File: src/design/mfz_pkg.sv
// Package for the metering fault-select and zero-crossing monitor.
// Assumes a 40 MHz system clock; samples arrive as one-cycle strobes.
package mfz_pkg;
    localparam logic [7:0]  ADDR_FIRST_MODE_CONTROL   = 8'h0B;
    localparam logic [7:0]  ADDR_ACC     = 8'h0F;
    localparam logic [7:0]  ADDR_ZERO_CROSS_TIMEOUT_RELOAD  = 8'h11;
    localparam logic [7:0]  ADDR_GAIN    = 8'h1C;
    localparam logic [7:0]  ADDR_CALIBRATION_INPUT_FORCE = 8'h3D;
    localparam logic [7:0]  ADDR_IRQEN3  = 8'hDB;
    localparam logic [7:0]  ADDR_IRQST1  = 8'hDC;
    localparam logic [7:0]  ADDR_IRQST3  = 8'hDE;
    localparam logic [7:0]  ADDR_IRQEN1  = 8'hD9;
    localparam logic [7:0]  ADDR_ZXCTL   = 8'hE0;

    localparam int          INTEG_BIT    = 0;
    // Bypass bit kept apart from the two routing bits so routing never drops the filter
    localparam int          LPF_OFF_BIT  = 2;
    localparam int          FSIGN_BIT    = 6;
    localparam int          ICHAN_BIT    = 7;
    localparam int          FAULT_FLAG   = 5;
    localparam int          ZX_FLAG      = 0;
    localparam int          CROSSING_TIMEOUT_FLAG_FLAG    = 1;
    localparam int          ZXP05_BIT    = 0;
    localparam int          ZXP12_BIT    = 1;

    localparam logic [11:0] ZERO_CROSS_TIMEOUT_RELOAD_RST   = 12'hFFF;
    localparam logic [1:0]  FORCE_A      = 2'h1;
    localparam logic [1:0]  FORCE_B      = 2'h2;
    localparam int          CROSSING_TIMEOUT_FLAG_DIV_MCLK = 160;
    localparam int          MCLK_KHZ     = 4096;
    localparam int          CLK_KHZ      = 40000;
    // Timeout tick in system clocks: 160 master-clock periods, floored
    localparam int          CROSSING_TIMEOUT_FLAG_DIV     = CROSSING_TIMEOUT_FLAG_DIV_MCLK * CLK_KHZ / MCLK_KHZ;
    localparam int          FAULT_TAU_MS = 3000;
    localparam int          FAULT_CYC    = FAULT_TAU_MS * (CLK_KHZ / 1000) * 1000;
    // Threshold is 1/16 = 6.25 percent
    localparam int          THR_SHIFT    = 4;
    // Voltage floor: 0.3 percent of full scale, as 24-bit magnitude
    localparam logic [23:0] V_FLOOR      = 24'h0018DA;
    localparam int          GAIN_SHIFT   = 12;

    typedef struct packed {
        logic [23:0] a;
        logic [23:0] b;
        logic [23:0] v;
        logic        valid;
    } mfz_samp_t;

    typedef struct packed {
        logic [23:0] b_trim;
        logic [23:0] i_sel;
        logic        integ_en;
        logic        zx_p05;
        logic        zx_p12;
        logic        irq;
    } mfz_out_t;
endpackage : mfz_pkg

File: src/design/mfz_monitor.sv
// Fault-based current input selection, gain trim and zero-crossing logic.
// Assumes samples magnitudes are presented once per strobe, synchronous to clk_i.
// Function
// Swap to second input when it exceeds first. Code swaps only when the excess is over 1/16 of the second input.
// Swap filtered, about three seconds delay.
// Swap back only when first exceeds by 6.25%.
// Mode bit set flags when inputs near.
// Trim second input by signed 12-bit gain. Code writes only 8 bits, zero-extended, so gain is 0 to 255.
// Force field 01/10 selects first/second input.
// First input active after reset.
// Integrator off at reset, on by bit.
// Zero crossing from filtered or bypassed voltage.
// Filter enabled by default, may disable.
// Zero crossing sets sticky enabled flag.
// Zero crossing routable to two port pins.
// 12-bit timeout decrements every 160 MCLK.
// Zero crossing reloads timeout counter.
// Timeout reload value resets to 0xFFF.
// Timeout at zero sets sticky flag.
// Timeout register readable and writable. Code writes and reads only the low 8 bits; a write zeroes bits 11:8.
// Selected input reported in accumulation bit 7.
// Equal force bits mean automatic selection.
// Fault detection suspended at low voltage.
// Interrupt when any enabled flag set.
`timescale 1ns/100ps
module mfz_monitor #(
    parameter int FAULT_CYCLES = mfz_pkg::FAULT_CYC,
    parameter int LPF_SHIFT    = 10
) (
    input  wire logic              clk_i,
    input  wire logic              rst_n_i,
    input  wire logic [7:0]        addr_i,
    input  wire logic [7:0]        wdata_i,
    input  wire logic              wr_i,
    input  wire logic              rd_i,
    output logic      [7:0]        rdata_o,
    input  wire mfz_pkg::mfz_samp_t samp_i,
    output mfz_pkg::mfz_out_t      out_o
);
    typedef struct packed {
        logic [7:0]  first_mode_control;
        logic [7:0]  acc;
        logic [11:0] zero_cross_timeout_reload;
        logic [11:0] gain;
        logic [7:0]  calibration_input_force;
        logic [7:0]  en1;
        logic [7:0]  en3;
        logic [7:0]  st1;
        logic [7:0]  st3;
        logic [7:0]  zxctl;
        logic [7:0]  rdata;
        logic [11:0] zx_cnt;
        logic [15:0] div_cnt;
        logic [31:0] flt_cnt;
        logic        use_b;
        logic        near_r;
        logic [23:0] v_lpf;
        logic        v_sign;
        mfz_pkg::mfz_out_t out;
    } mfz_state_t;

    mfz_state_t st_r;
    mfz_state_t st_nxt;

    logic [23:0] a_mag;
    logic [23:0] b_mag;
    logic [23:0] v_mag;
    logic [23:0] v_path;
    logic [47:0] b_prod;
    logic        want_b;
    logic        want_a;
    logic        near_now;
    logic        zx_ev;
    logic        tick;
    logic        sel_b;
    logic [7:0]  set1;
    logic [7:0]  set3;

    function automatic logic [23:0] mag(input logic [23:0] x);
        mag = x[23] ? 24'(-x) : x;
    endfunction : mag

    always_comb begin
        a_mag  = mag(samp_i.a);
        b_prod = 48'($signed(samp_i.b)) * 48'($signed({{12{st_r.gain[11]}}, st_r.gain}));
        // Second input scaled by (1 + gain / 4096)
        st_nxt = st_r;
        st_nxt.out.b_trim = 24'(samp_i.b + 24'(b_prod >>> mfz_pkg::GAIN_SHIFT));
        b_mag  = mag(st_nxt.out.b_trim);
        v_path = st_r.zxctl[mfz_pkg::LPF_OFF_BIT] ? samp_i.v : st_r.v_lpf;
        v_mag  = mag(samp_i.v);
        want_b = !st_r.use_b && (b_mag > a_mag)
                 && ((b_mag - a_mag) > (b_mag >> mfz_pkg::THR_SHIFT));
        want_a = st_r.use_b && (a_mag > b_mag)
                 && ((a_mag - b_mag) > (b_mag >> mfz_pkg::THR_SHIFT));
        near_now = (a_mag <= b_mag)
                   && ((b_mag - a_mag) <= (b_mag >> mfz_pkg::THR_SHIFT));
        zx_ev  = samp_i.valid && (v_path[23] != st_r.v_sign);
        tick   = (st_r.div_cnt == 16'(mfz_pkg::CROSSING_TIMEOUT_FLAG_DIV - 1));

        st_nxt.rdata = 8'h00;
        set1 = 8'h00;
        set3 = 8'h00;
        if (samp_i.valid) begin
            // Single-pole low-pass on the voltage path
            st_nxt.v_lpf = 24'(st_r.v_lpf + 24'($signed(samp_i.v - st_r.v_lpf) >>> LPF_SHIFT));
            st_nxt.v_sign = v_path[23];
        end

        // Fault averaging: condition must persist for the filter interval
        if (samp_i.valid && v_mag >= mfz_pkg::V_FLOOR) begin
            if (want_b || want_a) begin
                if (st_r.flt_cnt >= 32'(FAULT_CYCLES - 1)) begin
                    st_nxt.flt_cnt = 32'h0;
                    st_nxt.use_b = want_b;
                    if (!st_r.acc[mfz_pkg::FSIGN_BIT]) begin
                        set1[mfz_pkg::FAULT_FLAG] = 1'b1;
                    end
                end else begin
                    st_nxt.flt_cnt = st_r.flt_cnt + 32'h1;
                end
            end else begin
                st_nxt.flt_cnt = 32'h0;
            end
            st_nxt.near_r = near_now && st_r.use_b;
            if (st_r.acc[mfz_pkg::FSIGN_BIT] && st_nxt.near_r && !st_r.near_r) begin
                set1[mfz_pkg::FAULT_FLAG] = 1'b1;
            end
        end

        // Force field overrides automatic choice
        case (st_r.calibration_input_force[1:0])
            mfz_pkg::FORCE_A: sel_b = 1'b0;
            mfz_pkg::FORCE_B: sel_b = 1'b1;
            default:          sel_b = st_r.use_b;
        endcase
        st_nxt.acc[mfz_pkg::ICHAN_BIT] = sel_b;
        st_nxt.out.i_sel = sel_b ? st_nxt.out.b_trim : samp_i.a;

        // Timeout counter
        st_nxt.div_cnt = tick ? 16'h0 : st_r.div_cnt + 16'h1;
        if (zx_ev) begin
            st_nxt.zx_cnt = st_r.zero_cross_timeout_reload;
            set3[mfz_pkg::ZX_FLAG] = 1'b1;
            st_nxt.out.zx_p05 = st_r.zxctl[mfz_pkg::ZXP05_BIT] & ~st_r.out.zx_p05;
            st_nxt.out.zx_p12 = st_r.zxctl[mfz_pkg::ZXP12_BIT] & ~st_r.out.zx_p12;
        end else if (tick && st_r.zx_cnt != 12'h000) begin
            st_nxt.zx_cnt = st_r.zx_cnt - 12'h001;
            if (st_r.zx_cnt == 12'h001) begin
                set3[mfz_pkg::CROSSING_TIMEOUT_FLAG_FLAG] = 1'b1;
            end
        end
        st_nxt.st1 = st_r.st1 | set1;
        st_nxt.st3 = st_r.st3 | set3;

        // Register writes; status bits are write-one-to-clear, set wins
        if (wr_i) begin
            case (addr_i)
                mfz_pkg::ADDR_FIRST_MODE_CONTROL:   st_nxt.first_mode_control = wdata_i;
                mfz_pkg::ADDR_ACC:     st_nxt.acc[6:0] = wdata_i[6:0];
                mfz_pkg::ADDR_ZERO_CROSS_TIMEOUT_RELOAD:  st_nxt.zero_cross_timeout_reload = {4'h0, wdata_i};
                mfz_pkg::ADDR_GAIN:    st_nxt.gain = {4'h0, wdata_i};
                mfz_pkg::ADDR_CALIBRATION_INPUT_FORCE: st_nxt.calibration_input_force = wdata_i;
                mfz_pkg::ADDR_IRQEN1:  st_nxt.en1 = wdata_i;
                mfz_pkg::ADDR_IRQEN3:  st_nxt.en3 = wdata_i;
                mfz_pkg::ADDR_IRQST1:  st_nxt.st1 = (st_r.st1 & ~wdata_i) | set1;
                mfz_pkg::ADDR_IRQST3:  st_nxt.st3 = (st_r.st3 & ~wdata_i) | set3;
                mfz_pkg::ADDR_ZXCTL:   st_nxt.zxctl = wdata_i;
                default: ;
            endcase
        end
        if (rd_i) begin
            case (addr_i)
                mfz_pkg::ADDR_FIRST_MODE_CONTROL:   st_nxt.rdata = st_r.first_mode_control;
                mfz_pkg::ADDR_ACC:     st_nxt.rdata = st_r.acc;
                mfz_pkg::ADDR_ZERO_CROSS_TIMEOUT_RELOAD:  st_nxt.rdata = st_r.zero_cross_timeout_reload[7:0];
                mfz_pkg::ADDR_GAIN:    st_nxt.rdata = st_r.gain[7:0];
                mfz_pkg::ADDR_CALIBRATION_INPUT_FORCE: st_nxt.rdata = st_r.calibration_input_force;
                mfz_pkg::ADDR_IRQEN1:  st_nxt.rdata = st_r.en1;
                mfz_pkg::ADDR_IRQEN3:  st_nxt.rdata = st_r.en3;
                mfz_pkg::ADDR_IRQST1:  st_nxt.rdata = st_r.st1;
                mfz_pkg::ADDR_IRQST3:  st_nxt.rdata = st_r.st3;
                mfz_pkg::ADDR_ZXCTL:   st_nxt.rdata = st_r.zxctl;
                default:               st_nxt.rdata = 8'h00;
            endcase
        end
        st_nxt.out.integ_en = st_nxt.first_mode_control[mfz_pkg::INTEG_BIT];
        st_nxt.out.irq = |(st_nxt.st1 & st_nxt.en1) | |(st_nxt.st3 & st_nxt.en3);
    end

    always_ff @(posedge clk_i or negedge rst_n_i) begin
        if (!rst_n_i) begin
            st_r        <= '0;
            st_r.zero_cross_timeout_reload <= mfz_pkg::ZERO_CROSS_TIMEOUT_RELOAD_RST;
            st_r.zx_cnt <= mfz_pkg::ZERO_CROSS_TIMEOUT_RELOAD_RST;
            st_r.use_b  <= 1'b0;
        end else begin
            st_r <= st_nxt;
        end
    end

    assign rdata_o = st_r.rdata;
    assign out_o   = st_r.out;

    a_zx_reload: assert property (@(posedge clk_i) disable iff (!rst_n_i)
        zx_ev |=> st_r.zx_cnt == $past(st_r.zero_cross_timeout_reload)) else $error("reload missed");
    a_zx_flag: assert property (@(posedge clk_i) disable iff (!rst_n_i)
        zx_ev |=> st_r.st3[mfz_pkg::ZX_FLAG]) else $error("zx flag missed");
    a_to_flag: assert property (@(posedge clk_i) disable iff (!rst_n_i)
        (!zx_ev && tick && st_r.zx_cnt == 12'h001) |=> st_r.st3[mfz_pkg::CROSSING_TIMEOUT_FLAG_FLAG])
        else $error("timeout flag missed");
    a_force_a: assert property (@(posedge clk_i) disable iff (!rst_n_i)
        st_r.calibration_input_force[1:0] == mfz_pkg::FORCE_A |=> !st_r.acc[mfz_pkg::ICHAN_BIT])
        else $error("force a ignored");
    a_force_b: assert property (@(posedge clk_i) disable iff (!rst_n_i)
        st_r.calibration_input_force[1:0] == mfz_pkg::FORCE_B |=> st_r.acc[mfz_pkg::ICHAN_BIT])
        else $error("force b ignored");
    a_auto_sel: assert property (@(posedge clk_i) disable iff (!rst_n_i)
        (st_r.calibration_input_force[0] == st_r.calibration_input_force[1]) |=> st_r.acc[mfz_pkg::ICHAN_BIT] == $past(st_r.use_b))
        else $error("auto select wrong");
    a_integ_en: assert property (@(posedge clk_i) disable iff (!rst_n_i)
        out_o.integ_en == st_r.first_mode_control[mfz_pkg::INTEG_BIT])
        else $error("integrator enable wrong");
    a_zx_set_wins: assert property (@(posedge clk_i) disable iff (!rst_n_i)
        (zx_ev && wr_i && addr_i == mfz_pkg::ADDR_IRQST3 && wdata_i[mfz_pkg::ZX_FLAG])
        |=> st_r.st3[mfz_pkg::ZX_FLAG]) else $error("zx set lost to clear");
    a_rdata_idle: assert property (@(posedge clk_i) disable iff (!rst_n_i)
        !rd_i |=> rdata_o == 8'h00) else $error("read data not idle");
    a_lpf_bypass: assert property (@(posedge clk_i) disable iff (!rst_n_i)
        (samp_i.valid && st_r.zxctl[mfz_pkg::LPF_OFF_BIT]) |=> st_r.v_sign == $past(samp_i.v[23]))
        else $error("bypass path wrong");
    a_acc_ro: assert property (@(posedge clk_i) disable iff (!rst_n_i)
        (st_r.calibration_input_force[1:0] == mfz_pkg::FORCE_A) ##1 (st_r.calibration_input_force[1:0] == mfz_pkg::FORCE_A)
        |-> !rdata_o[mfz_pkg::ICHAN_BIT] || !$past(rd_i) || $past(addr_i) != mfz_pkg::ADDR_ACC)
        else $error("indicator read wrong");
    a_irq_out: assert property (@(posedge clk_i) disable iff (!rst_n_i)
        out_o.irq == (|(st_r.st1 & st_r.en1) || |(st_r.st3 & st_r.en3)))
        else $error("irq mismatch");
    a_tick_dec: assert property (@(posedge clk_i) disable iff (!rst_n_i)
        (tick && !zx_ev && st_r.zx_cnt != 12'h000) |=> st_r.zx_cnt == $past(st_r.zx_cnt) - 12'h001)
        else $error("decrement wrong");
    a_low_volt: assert property (@(posedge clk_i) disable iff (!rst_n_i)
        (samp_i.valid && mag(samp_i.v) < mfz_pkg::V_FLOOR) |=> st_r.use_b == $past(st_r.use_b))
        else $error("fault not suspended");
endmodule : mfz_monitor

File: config.mk
export PLATFORM = sky130hd
export DESIGN_NAME = mfz_monitor
export DESIGN_NICKNAME = d
export VERILOG_FILES = /design/src/design/mfz_pkg.sv /design/src/design/mfz_monitor.sv
export SDC_FILE = /design/constraint.sdc
export NUM_CORES = 1
export LEC_CHECK = 0
export ABC_CLOCK_PERIOD_IN_PS = 14600
export BUFFER_PORTS_ARGS = -buffer_cell sky130_fd_sc_hd__buf_2
export CAP_MARGIN = 20
export CORE_ASPECT_RATIO = 0.7
export CORE_UTILIZATION = 60
export DETAILED_ROUTE_END_ITERATION = 6
export GPL_TIMING_DRIVEN = 0
export HOLD_SLACK_MARGIN = 0.12
export PLACE_DENSITY = 0.85
export SETUP_SLACK_MARGIN = 0.2
export SYNTH_ARGS = -nofsm -noshare
export SYNTH_HDL_FRONTEND = slang
export SYNTH_SLANG_ARGS = --single-unit
File: constraint.sdc
create_clock -name clk_i -period 14.6 [get_ports clk_i]
set_input_delay 1.46 -clock clk_i [delete_from_list [all_inputs] [get_ports clk_i]]
set_output_delay 1.46 -clock clk_i [all_outputs]
set_load 0.1 [all_outputs]
# Yosys cells after proc, flatten, opt, wreduce, memory -nomap -nowiden
# Index checks and enable logic that the tools add are counted.
# classes
add_sub_neg	11
n_mul	1
order_cmp	8
eq_ne	15
n_mux	28
bitwise	14
reduce_logical	25
# op_table
cell	count
2-to-1 mux 24 bit	5
case mux 8 bit (10 select lines)	1
negation 24 bit	3
subtractor 24 bit	3
2-to-1 mux 32 bit	2
adder 24 bit	2
> comparator 24 x 20 -> 1 bit	2
> comparator 24 bit	2
2-to-1 mux 8 bit	6
equality test 8 bit (second input constant)	5
2-to-1 mux 40 bit	1
multiplier 24 x 9 -> 33 bit	1
adder 32 x 1 -> 32 bit (second input constant)	1
bitwise AND 8 bit	4
>= comparator 32 x 27 -> 1 bit (second input constant)	1
>= comparator 24 x 13 -> 1 bit (second input constant)	1
<= comparator 24 x 20 -> 1 bit	1
<= comparator 24 bit	1
2-to-1 mux 12 bit	2
adder 16 x 1 -> 16 bit (second input constant)	1
equality test 16 x 11 -> 1 bit (second input constant)	1
equality test 8 x 4 -> 1 bit (second input constant)	2
equality test 8 x 5 -> 1 bit (second input constant)	2
2-to-1 mux 16 bit	1
other kinds (22)	51
# totals
ff_bits	230
in_bits	93
wordCells	127

# Longest topological paths before layout
# logic_depth
word_depth	18
mapped_depth	65

# Least setup slack after synthesis
# OpenSTA, ideal clock, no wires.
# synth_timing
path_type	in2reg
start	input port samp_i[29] in the netlist's numbering
end	register st_r[103] in the netlist's numbering
setup_ns	0.121
t_arrival_ns	13.614
path_slack_ns	0.865
stages	60
n_path_buf	3
cell_sequence	and2_1 fa_1 fa_1 fa_1 inv_1 fa_1 inv_1 ha_1 a21oi_1 a21boi_0 o21ai_0 a31o_1 a21oi_1 nor2_1 nor2b_1 o21a_1 o21a_1 o21a_1 [... 24 more ...] o311a_1 nor4_1 xnor2_1 ha_1 nand3_1 nor2_1 nand2_1 nor4_1 a221oi_1 o22ai_1 a2111o_1 nor3_1 o221ai_1 nor4_2 nor4_4 buf_2 o211a_1 o22a_1
# synth_rtl
item	line_no	text
start: declaration	mfz_monitor.sv:37	input wire mfz_pkg::mfz_samp_t samp_i,
end signal: assignment	mfz_monitor.sv:198	st_r <= st_nxt;
end: declaration	mfz_monitor.sv:62	mfz_state_t st_r;

==> summary.md <==
| Metric | Value |
|---|---|
| Mapped Area | 25,000 um2 |
| Top cells by area, synth | dfrtp_1, fa_1, ha_1 |
| Initial antenna violation count | 1 |
| Layout cells sized above 1 | 0.147 |
| Setup WS pre-CTS | -1.88 ns |
| RD Place Congestion | 0.997 |
| CP Class | primary input to flip-flop |
| Syn nets | 3,331 |
| Area growth syn-to-layout | 11.1% |
| Hold-fix buffers, CTS | 0 |
| Cell count of the worst hold path | 1 |
| Max Slew Vio Count | 0 |
| Hold WC Path Type | flip-flop to flip-flop |
| Most frequent cell after synthesis | inv_1 |
| Pwr dens | 234 nW/um2 |
| Root Buffer | clkbuf_16 |
| Synth top cells by count | inv_1, nand2_1, ha_1, dfrtp_1, nor2_1 |
| Clk_lat worst skew | 0.57 ns |
| YS warnings | 0 |
| Slew @ Worst Pin | 1.04 ns |
| Reg2Reg Setup Slack | 0.54 ns |
| RR Endpoint | st_r[95]$_DFFE_PN0P_ |
| Setup TNS | 0 ns |
| Grt total ovfl | 0 |
| Worst Path Arrival | 14.52 ns |
| Crit. End Element | flip-flop |
| DR iter-0 viols | 2,654 |
| Max cap viols | 0 |
| Synthesis-stage register bit count | 227 |
| HP Start | st_r[126]$_DFF_PN0_ |
| Sink Count | 227 |
| First-pass GRT wire length | 117 mm |
| Core Box Area | 41,000 um2 |
| Yosys top cell by area | dfrtp_1 |
| Worst Path Required | 15.04 ns |
| TritonCTS Buffers | 24 |
| Final HPWL DP | 57.2 mm |
| Max_slew headroom | 0.301 |
| CTS Buffer Depth | 3 |
| Total power | 0.00651 W |
| Drt via density | 6.24 |
| Chip height | 173 um |
| P_leak | 14.3 nW |
| DR pass1 iterations | 6 |
| Non-filler instance count after layout | 3,611 |
| Total placed cells including tap cells | 3,547 |
| Die area | 42,500 um2 |
| WL/cell | 20.4 um |
| Placement row count | 62 |
| Cell mode on critical path | o21a_1 |
| Ys async rst share | 1.00 |
| Via count | 22,500 |
| Final Net Count | 3,522 |
| Fin worst setup slack | 0.522 ns |
| DRC viols | 0 |
| Sequential area share after synthesis | 0.228 |
| Final Cycle Share | 0.964 |
| Critical path peak fanout | 10 |
| Worst hold endpoint | st_r[126]$_DFF_PN0_ |
| Count of cell types in the netlist | 101 |
| # IOs | 153 |
| Clock-pin slew on the worst setup and hold paths | 0.06 ns |
| CP Launch Type | primary input |
| Slowest-stage cell, CP | fa_1 |
| Worst reg2reg path depth | 61 |
| Min Tclk post-route | 14.08 ns |
| Main synth FF type | dfrtp_1 |
| CTS tree | built |
| Port bufs | 141 |
| Starting Density | 0.610 |
| Total GRT Usage | 0.346 |
| Vias in the first global route | 22,400 |
| R2r startpoint | st_r[198]$_DFFE_PN0P_ |
| Largest net degree at the start of global routing | 93 |
| H-tree depth | 1 |
| Final ANT Viol Nets | 0 |
| Cells after Synth | 2,857 |
| Delay of the slowest cell on the worst path | 0.56 ns |
| Status | completed |
| Mean Syn Cell Area | 8.76 um2 |
| WL final | 73.7 mm |
| Die Wd | 246 um |
| RSZ-0062 raised after global routing | no |
| EDFF count, synth | 0 |
| Worst Skew | 0.0265 ns |
| Post-synth top area share | 0.206 |
| Final Hold Fails | 0 |
| Peak VDD IR | 203 uV |
| Max Fclk | 0.0710 GHz |
| Final setup fails | 0 |
-- critical path, delay by kind of cell --
kind                       cells  cell delay (ns)
AOI/OAI and AO/OA             26             5.31
xor gates and xnor gates       3             0.75
adders and majority gates      8             3.22
buffers and inverters         10             1.46
muxes                          1             0.25
and+or+nand+nor               13             2.04
-- final cells by class --
| cell class | instances | area, um2 |
|---|---|---|
| inverters | 333 | 1250 |
| clock buffers | 31 | 637 |
| flip-flops and latches | 227 | 5710 |
| fillers | 3248 | 13200 |
| diodes | 2 | 5.00 |
| clock inverters | 12 | 198 |
| plain buffers | 160 | 936 |
| well taps | 544 | 681 |
| repair buffers | 164 | 923 |
| multi-input cells | 2138 | 17500 |
-- logic make-up after synthesis --
logic type	Yosys count	synth area share
mux	96	0.0416
xor+xnor	172	0.0621
buf+inv	493	0.0844
flops	227	0.228
simple gates	904	0.182
compound gates	584	0.165
fa+ha+maj	381	0.236
-- timing repair --
item                       CTS  global route
gates resized for setup     28            72
pin swaps                    5            22
buffers inserted             5            11
gates cloned                 0             3
setup endpoints to repair   31            31
-- state kept, by name, summed over array words and instances (netlist names) --
name / flops
rdata_o: 8
out_o: 51
st_r: 168
-- layout by cell type, fill, tap and decap left out, types with 33 or more instances in the layout --
| cell type | instances |
|---|---|
| xnor2_1 | 123 |
| buf_2 | 149 |
| a21o_1 | 54 |
| nand2_1 | 288 |
| dfrtp_1 | 206 |
| ha_1 | 227 |
| mux2_2 | 65 |
| o21ai_0 | 82 |
| nor2b_1 | 33 |
| buf_4 | 79 |
| fa_1 | 152 |
| nor2_1 | 154 |
| nor3_1 | 44 |
| o211a_1 | 47 |
| nand3_1 | 60 |
| xor2_1 | 37 |
| and3_1 | 39 |
| clkbuf_1 | 73 |
| inv_1 | 332 |
| and2_1 | 137 |
| a21oi_1 | 118 |
-- report_power, final --
group          leakage, nW  total, W  switching (W)  internal (W)
clock                0.399  0.000673       0.000288      0.000384
sequential            2.90  0.000823      0.0000720      0.000751
combinational         11.0   0.00502        0.00299       0.00203
total                 14.3   0.00651        0.00335       0.00316
-- metrics by stage --
| step | instance area (um2) | hold WS [ns] | util |
|---|---|---|---|
| global route | 27800 | 0.501 | 0.678 |
| CTS | 27500 | 0.500 | 0.670 |
| floorplan | 25000 | 0.447 | - |
| global placement | 26400 | 0.464 | 0.644 |
| detailed placement | 26500 | 0.483 | 0.646 |
| finish | 27800 | 0.487 | 0.678 |
-- worst max path at each step --
stage / end / start / slack (ns) / cells after the start
final: st_r[95]$_DFFE_PN0P_ / samp_i[29] / 0.52 / 61
after global routing: st_r[103]$_DFFE_PN0P_ / samp_i[29] / 0.13 / 57
after CTS: st_r[103]$_DFFE_PN0P_ / samp_i[29] / 0.21 / 61
after detailed placement: st_r[103]$_DFFE_PN0P_ / samp_i[29] / -1.88 / 59
after global placement: st_r[82]$_DFFE_PN0P_ / samp_i[29] / -1.81 / 59
after floorplan: st_r[103]$_DFFE_PN0P_ / samp_i[29] / 0.87 / 60
-- per-layer routing --
metal | global-route usage | vias up | routed length, um
met5 | 0 | - | 0
met4 | 0.109 | 0 | 2390
met1 | 0.491 | 11100 | 31100
li1 | - | 10100 | -
met2 | 0.537 | 1181 | 32700
met3 | 0.0618 | 168 | 7530
No activity file was read; power rests on OpenSTA's default activity.
